**config.mk**
```make
export PLATFORM = sky130hd
export DESIGN_NAME = analog_pin_digital_port
export DESIGN_NICKNAME = d
export VERILOG_FILES = /design/src/design/pin_slice.v /design/src/design/analog_pin_digital_port.v
export VERILOG_INCLUDE_DIRS = /design/src /design/src/design
export SDC_FILE = /design/constraint.sdc
export NUM_CORES = 1
export LEC_CHECK = 0
export BUFFER_PORTS_ARGS = -buffer_cell sky130_fd_sc_hd__buf_2
export CELL_PAD_IN_SITES_DETAIL_PLACEMENT = 2
export CELL_PAD_IN_SITES_GLOBAL_PLACEMENT = 2
export CORE_UTILIZATION = 37
export DETAILED_ROUTE_END_ITERATION = 10
export GPL_TIMING_DRIVEN = 0
export PLACE_DENSITY = 0.83
export SYNTH_ARGS = -nofsm -noshare
export SYNTH_HDL_FRONTEND = slang
export SYNTH_SLANG_ARGS = --single-unit
```
**constraint.sdc**
```tcl
create_clock -name sys_clk -period 2.2 [get_ports sys_clk]
set_input_delay 0.11 -clock sys_clk [delete_from_list [all_inputs] [get_ports sys_clk]]
set_output_delay 0.11 -clock sys_clk [all_outputs]
set_load 0.05 [all_outputs]
```
**src/design/pin_port_regs.vh**
```
`ifndef PIN_PORT_REGS_VH
`define PIN_PORT_REGS_VH
`define ADDR_W          4
`define OFS_PORT_DATA   4'h0
`define OFS_INPUT_EN    4'h4
`define OFS_PIN_OUT     4'h8
`define OFS_PIN_LEVEL   4'hc
`define OFS_PIN_DIR     4'h1
`define GROUP_STRIDE    4'h2
`define RST_INPUT_EN    8'h00
`define RST_PIN_OUT     8'h00
`define RST_PIN_DIR     8'h00
`endif

```
**src/design/pin_slice.v**
```verilog
`timescale 1ns/100ps
module pin_slice (
  input  wire       sys_clk,
  input  wire       rst,
  input  wire [7:0] pin_in,
  input  wire [7:0] pin_input_enable_bits,
  input  wire [7:0] pin_dir,
  input  wire [7:0] pin_out,
  output wire [7:0] read_value,
  output wire [7:0] drive_value,
  output wire [7:0] drive_en
);
  genvar i;
  generate
    for (i = 0; i < 8; i = i + 1) begin : g_bit
      assign read_value[i]  = pin_dir[i] ? pin_out[i] : (pin_input_enable_bits[i] ? pin_in[i] : 1'b1);
      assign drive_value[i] = pin_out[i];
      assign drive_en[i]    = pin_dir[i];
    end
  endgenerate
endmodule

```
**src/design/analog_pin_digital_port.v**
```verilog
// The register offsets and the plain strobed port were chosen for this implementation.
`timescale 1ns/100ps
`include "pin_port_regs.vh"
module analog_pin_digital_port #(
  parameter GROUPS     = 1,
  parameter HAS_OUTPUT = 1
) (
  input  wire                 sys_clk,
  input  wire                 rst,
  input  wire [`ADDR_W-1:0]   addr,
  input  wire [7:0]           wdata,
  input  wire                 wr_stb,
  input  wire                 rd_stb,
  output reg  [7:0]           rdata_ff,
  input  wire [8*GROUPS-1:0]  pin_in,
  output reg  [8*GROUPS-1:0]  pin_out_ff,
  output reg  [8*GROUPS-1:0]  pin_oe_ff,
  output reg  [8*GROUPS-1:0]  analog_path_ff
);
  // Registers per group: enable, output latch, direction
  reg  [8*GROUPS-1:0] input_en_ff;
  reg  [8*GROUPS-1:0] pin_output_reg_ff;
  reg  [8*GROUPS-1:0] pin_direction_reg_ff;
  wire [8*GROUPS-1:0] read_value;
  wire [8*GROUPS-1:0] drive_value;
  wire [8*GROUPS-1:0] drive_en;
  reg  [7:0]          nxt_rdata;
  integer             g;
  // Separate loop index so the read mux never shares a variable with the write process
  integer             r;

  genvar k;
  generate
    for (k = 0; k < GROUPS; k = k + 1) begin : g_grp
      // each pin decoded on its own
      pin_slice u_slice (
        .sys_clk               (sys_clk),
        .rst                   (rst),
        .pin_in                (pin_in[8*k+7:8*k]),
        .pin_input_enable_bits (input_en_ff[8*k+7:8*k]),
        .pin_dir               (pin_direction_reg_ff[8*k+7:8*k]),
        .pin_out               (pin_output_reg_ff[8*k+7:8*k]),
        .read_value            (read_value[8*k+7:8*k]),
        .drive_value           (drive_value[8*k+7:8*k]),
        .drive_en              (drive_en[8*k+7:8*k])
      );
    end
  endgenerate

  // Register writes; group selected by adding group index times GROUP_STRIDE to the register offset
  always @(posedge sys_clk or posedge rst) begin
    if (rst) begin
      input_en_ff          <= {GROUPS{`RST_INPUT_EN}};
      pin_output_reg_ff    <= {GROUPS{`RST_PIN_OUT}};
      pin_direction_reg_ff <= {GROUPS{`RST_PIN_DIR}};
    end else if (wr_stb) begin
      for (g = 0; g < GROUPS; g = g + 1) begin
        if (addr == (`OFS_INPUT_EN + g[3:0] * `GROUP_STRIDE))
          input_en_ff[8*g +: 8] <= wdata;
        if (addr == (`OFS_PIN_OUT + g[3:0] * `GROUP_STRIDE) && HAS_OUTPUT != 0)
          pin_output_reg_ff[8*g +: 8] <= wdata;
        if (addr == (`OFS_PIN_DIR + g[3:0] * `GROUP_STRIDE) && HAS_OUTPUT != 0)
          pin_direction_reg_ff[8*g +: 8] <= wdata;
      end
    end
  end

  // Read mux; unmapped reads return zero
  always @* begin
    nxt_rdata = 8'h00;
    for (r = 0; r < GROUPS; r = r + 1) begin
      if (addr == (`OFS_PORT_DATA + r[3:0] * `GROUP_STRIDE))
        nxt_rdata = read_value[8*r +: 8];
      if (addr == (`OFS_INPUT_EN + r[3:0] * `GROUP_STRIDE))
        nxt_rdata = input_en_ff[8*r +: 8];
      if (HAS_OUTPUT != 0) begin
        if (addr == (`OFS_PIN_OUT + r[3:0] * `GROUP_STRIDE))
          nxt_rdata = read_value[8*r +: 8];
        if (addr == (`OFS_PIN_LEVEL + r[3:0] * `GROUP_STRIDE))
          nxt_rdata = read_value[8*r +: 8];
        if (addr == (`OFS_PIN_DIR + r[3:0] * `GROUP_STRIDE))
          nxt_rdata = pin_direction_reg_ff[8*r +: 8];
      end
    end
  end

  always @(posedge sys_clk or posedge rst) begin
    if (rst) begin
      rdata_ff       <= 8'h00;
      pin_out_ff     <= {8*GROUPS{1'b0}};
      pin_oe_ff      <= {8*GROUPS{1'b0}};
      analog_path_ff <= {8*GROUPS{1'b0}};
    end else begin
      rdata_ff   <= rd_stb ? nxt_rdata : 8'h00;
      // 0 is ground level, 1 supply level
      pin_out_ff <= drive_value;
      pin_oe_ff  <= (HAS_OUTPUT != 0) ? drive_en : {8*GROUPS{1'b0}};
      // analog path is independent of digital bits
      analog_path_ff <= pin_in;
    end
  end
endmodule

```
* Word-level counts from Yosys, hierarchy flattened
Index checks and enable logic that the tools add are counted.
** Storage, ports and cells
- Memories kept :: 0
- RAM bits :: 0
- Latch bits :: 0
- Output and inout bits :: 32
- Input port bits :: 24
- Bits in registers :: 56
- Memory bits (read-only) :: 0
** Cells by class
- Div/mod/pow operators :: 0
- Equal/unequal tests :: 4
- Multipliers :: 0
- Order comparisons :: 0
- Add/sub/neg operators :: 0
- Shifts and indexed selects :: 0
- Multiplexer cells :: 22
- Reductions and logical operators :: 4
- Bitwise operators :: 0
** Operator list (count)
- 2-to-1 mux 8 bit :: 6
- 2-to-1 mux 1 bit :: 16
- == test 4 bit (second input constant) :: 2
- AND reduction 2 bit :: 3
- == test 4 x 1 -> 1 bit (second input constant) :: 1
- == test 4 x 3 -> 1 bit (second input constant) :: 1
- logical NOT 4 bit :: 1

* Longest topological paths before layout
- Depth in word-level cells :: 8
- Gate-level depth with buffers :: 5

* Cells and area by module
A second synthesis with hierarchy kept.
** Unflattened totals
- Cell total of the unflattened synthesis :: 160
- Area, all modules :: 2312.2 um2
** By module, submodules not included
- analog_pin_digital_port :: area each 1991.9 um2, instances 1, cells an instance 120
- pin_slice :: area each 320.3 um2, instances 1, cells an instance 40

* Worst setup path after synthesis
No wires, ideal clock.
- Path type :: reg2reg
- Start :: register pin_direction_reg_ff[7]
- End :: register rdata_ff[7]
- Clock period less this slack :: 1.116 ns
- Arrival time :: 0.992 ns
- Path slack :: 1.084 ns
- Stages on the path, launching flop included :: 4
- Buffers on the path :: 0
- Path through :: dfrtp_1 > or3b_2 > nand4_1 > a21oi_1
** On the way
- Longest elaborated chain between the ends :: 7
** RTL lines
- start: declaration :: line analog_pin_digital_port.v:23 : reg [8*GROUPS-1:0] pin_direction_reg_ff;
- start signal: assignment :: line analog_pin_digital_port.v:55 : pin_direction_reg_ff <= {GROUPS{`RST_PIN_DIR}};
- start signal: indexed assignment :: line analog_pin_digital_port.v:63 : pin_direction_reg_ff[8*g +: 8] <= wdata;
- 2-to-1 mux 1 bit :: line pin_slice.v:16 : assign read_value[i] = pin_dir[i] ? pin_out[i] : (pin_input_enable_bits[i] ? pin_in[i] : 1'b1);
- 2-to-1 mux 8 bit :: line analog_pin_digital_port.v:72 : if (addr == (`OFS_PORT_DATA + r[3:0] * `GROUP_STRIDE))
- 2-to-1 mux 8 bit :: line analog_pin_digital_port.v:74 : if (addr == (`OFS_INPUT_EN + r[3:0] * `GROUP_STRIDE))
- 2-to-1 mux 8 bit :: line analog_pin_digital_port.v:77 : if (addr == (`OFS_PIN_OUT + r[3:0] * `GROUP_STRIDE))
- 2-to-1 mux 8 bit :: line analog_pin_digital_port.v:79 : if (addr == (`OFS_PIN_LEVEL + r[3:0] * `GROUP_STRIDE))
- 2-to-1 mux 8 bit (*) :: line analog_pin_digital_port.v:81 : if (addr == (`OFS_PIN_DIR + r[3:0] * `GROUP_STRIDE))
- 2-to-1 mux 8 bit (*) :: line analog_pin_digital_port.v:94 : rdata_ff <= rd_stb ? nxt_rdata : 8'h00;
- end signal: assignment :: line analog_pin_digital_port.v:94
- end: declaration :: line analog_pin_digital_port.v:14 : output reg [7:0] rdata_ff,
Mark *: on every way between the ends. The rest lies on a longest branch, timed or not.
A chain may end at the register's enable or synchronous reset.

* Worst setup path after layout
- Start :: register pin_direction_reg_ff[5]
- End :: register rdata_ff[5]
The elaborated chain is that of the path after synthesis.

==> flow_metrics.py <==
metrics = {
    "routing": {
        "routedWlPerCell_um": 18.7,
        "drtIter0Drc": 24,
        "wirelength_um": 5520,
        "viasPerCell": 5.15,
        "first_pass_iters": 4,
        "ant_nets": 0,
        "num_vias": 1520,
        "drc": 0,
    },
    "final_layout": {
        "fin_nets": 246,
        "seq_area_um2": 1400,
        "fillers": 549,
        "multi_input_area_um2": 733,
        "area_delta_synth_final_pct": 26.2,
        "final_cells": 295,
        "n_antenna_cell": 0,
        "drive_above_1_share_pct": 48.4,
        "final_core_utilization_pct": 49.1,
        "fin_area_um2": 2740,
    },
    "sta": {
        "hold_violations": 0,
        "fmax_ghz": 0.805,
        "fin_crit_sh_pct": 56.4,
        "relSlewSlack_pct": 61.0,
        "rsz0062_at_grt": "false",
        "drv_slew": 0,
        "worst_pin_slew_ps": 584,
        "skew_ps": 5.12,
        "finalSetupTns_ps": 0,
        "min_period_ps": 1240,
        "setup_viol": 0,
        "holdWs_ps": 60.3,
    },
    "global_route": {
        "antenna_found_initial": 0,
        "grt.total_usage_pct": 19.7,
        "overflow": 0,
        "grt_max_degree": 32,
        "grt_pass1_vias": 1713,
        "grt_pass1_wl_um": 8950,
    },
    "worst_hold_path": {
        "hold_class": "in2reg",
    },
    "synth": {
        "synthFlopType": "dfrtp_1",
        "synthTopCellsByCount": "56 x dfrtp_1, 24 x mux2_2, 9 x nand2b_1",
        "synth_largest_area_cell": "dfrtp_1",
        "ys_types": 21,
        "synth_warnings": 0,
        "synth_area_leaders": "dfrtp_1 65%, mux2_2 12%, or3b_2 3.2%",
        "avgSynthCellArea_um2": 14.5,
        "ys_ff_latch": 56,
        "yosysMostFrequentCell": "dfrtp_1",
        "syn-num-nets": 174,
        "synth_edf_count": 0,
        "synthCells": 150,
        "post-synth-top-area-fraction_pct": 64.6,
        "ys_async_sr_fraction_pct": 100,
        "yosysSeqAreaShare_pct": 64.6,
        "netlist_area_um2": 2170,
    },
    "setup_path": {
        "slowest_stage": "or3b_2",
        "endpoint_kind": "flop",
        "crit_family": "simple AND/OR/NAND/NOR gates",
        "arrival_ps": 1440,
        "startpoint_type": "flop",
        "worstPathRequired_ps": 2400,
        "critPathMaxFanout": 5,
        "critPathKind": "reg2reg",
        "crit_chain": "or3b_2, nand4_1, a21oi_1",
        "slowest_delay_ps": 490,
        "critPathBufInv": 0,
    },
    "floorplan": {
        "initial_core_util_pct": 38.9,
        "dieArea_um2": 6170,
        "die_h_um": 78.6,
        "ios": 56,
        "die_x_um": 78.6,
        "rows": 27,
        "core_area_um2": 5570,
    },
    "cts": {
        "postCtsResizedCells": 0,
        "cts_sinks": 56,
        "clk_pin_slew_ps": 100,
        "cts_made_buffers": 5,
        "clk_latency_ps": 310,
        "ctsHtreeMaxLevel": 2,
        "ctsRootBufferMaster": "clkbuf_8",
        "cts_buffer_depth": 2,
        "cts_tree": "built",
    },
    "placement": {
        "port_buffers": 55,
        "dpl_cell_area_um2": 2550,
        "dp_hpwl_um": 3760,
        "gp_congestion": 0.671,
        "dp.cells": 278,
    },
    "status": {
        "status": "completed",
    },
    "power": {
        "peakVddDrop_mv": 0.410,
        "p_per_area_nw_per_um2": 949,
        "leakage_nw": 1.34,
    },
    "flow_run": {
        "cap_viol_max_count": 0,
    },
}
## flip-flops by register name, indices dropped and copies added, names as in the netlist
signal                cells
analog_path_ff            8
input_en_ff               8
pin_direction_reg_ff      8
pin_oe_ff                 8
pin_out_ff                8
pin_output_reg_ff         8
rdata_ff                  8
## metrics by stage
stage	total power, mW	setup slack (ps)
floorplan	1.82	719
global placement	1.99	74.0
detailed placement	2.03	719
CTS	2.63	953
global route	2.72	918
finish	2.60	959
## metal layers
layer  up-vias  track usage, %  routed length (µm)
met2        37            37.3                3090
met5         -               0                   0
met1       787            22.5                2220
met3         5            3.95                 166
li1        691               -                   -
met4         0            4.44                  46
## where the power goes
part           internal [mW]  leakage, nW  switching, mW
Combinational          0.224        0.592          0.464
Clock                  0.252       0.0510          0.323
Sequential              1.21        0.692          0.118
## timing repair
item | in CTS | in global routing
setup endpoints to repair | 0 | 0
endpoints found under the hold margin | 33 | 0
buffers inserted | 0 | 0
hold buffers | 9 | 0
## kinds of logic (layout without fill, tap and decap cells)
group,count (synthesis),after routing,share of synthesized area [%]
buffers and inverters,6,79,1.56
AOI/OAI and AO/OA,24,24,5.71
and+or+nand+nor,40,40,15.6
muxes,24,24,12.5
DFF,56,56,64.6
## layout by cell type, fill, tap and decap left out, types with 2 or more instances in the layout
master	count
clkbuf_8	6
dlygate4sd3_1	9
nand4b_4	2
or3b_2	8
dfrtp_1	56
o21ai_0	8
and3b_1	7
nand2b_1	9
clkinv_2	2
mux2_2	24
o21ai_1	7
nand4_1	8
a21oi_1	8
buf_2	58
## final timing paths
check,startpoint,end,slack (ps),cells past startpoint
setup / recovery,pin_direction_reg_ff[5]$_DFFE_PP0P_,rdata_ff[5]$_DFF_PP0_,960,3
hold / removal,wdata[5],pin_output_reg_ff[5]$_DFFE_PP0P_,60,2
max in group asynchronous,rst,input_en_ff[6]$_DFFE_PP0P_,1190,4
hold reg to reg,pin_output_reg_ff[0]$_DFFE_PP0P_,pin_out_ff[0]$_DFF_PP0_,400,0
min in group asynchronous,rst,analog_path_ff[5]$_DFF_PP0_,440,3
setup reg to reg,pin_direction_reg_ff[5]$_DFFE_PP0P_,rdata_ff[5]$_DFF_PP0_,960,3
## cell type report
class	instances	share of cell area, %
flip-flops and latches	56	51.2
multi-input cells	88	26.8
repair buffers	65	14.1
well taps	72	3.29
clock buffers	6	3.02
plain buffers	5	1.10
clock inverters	2	0.366
inverters	1	0.137
No activity file was read; power rests on OpenSTA's default activity.
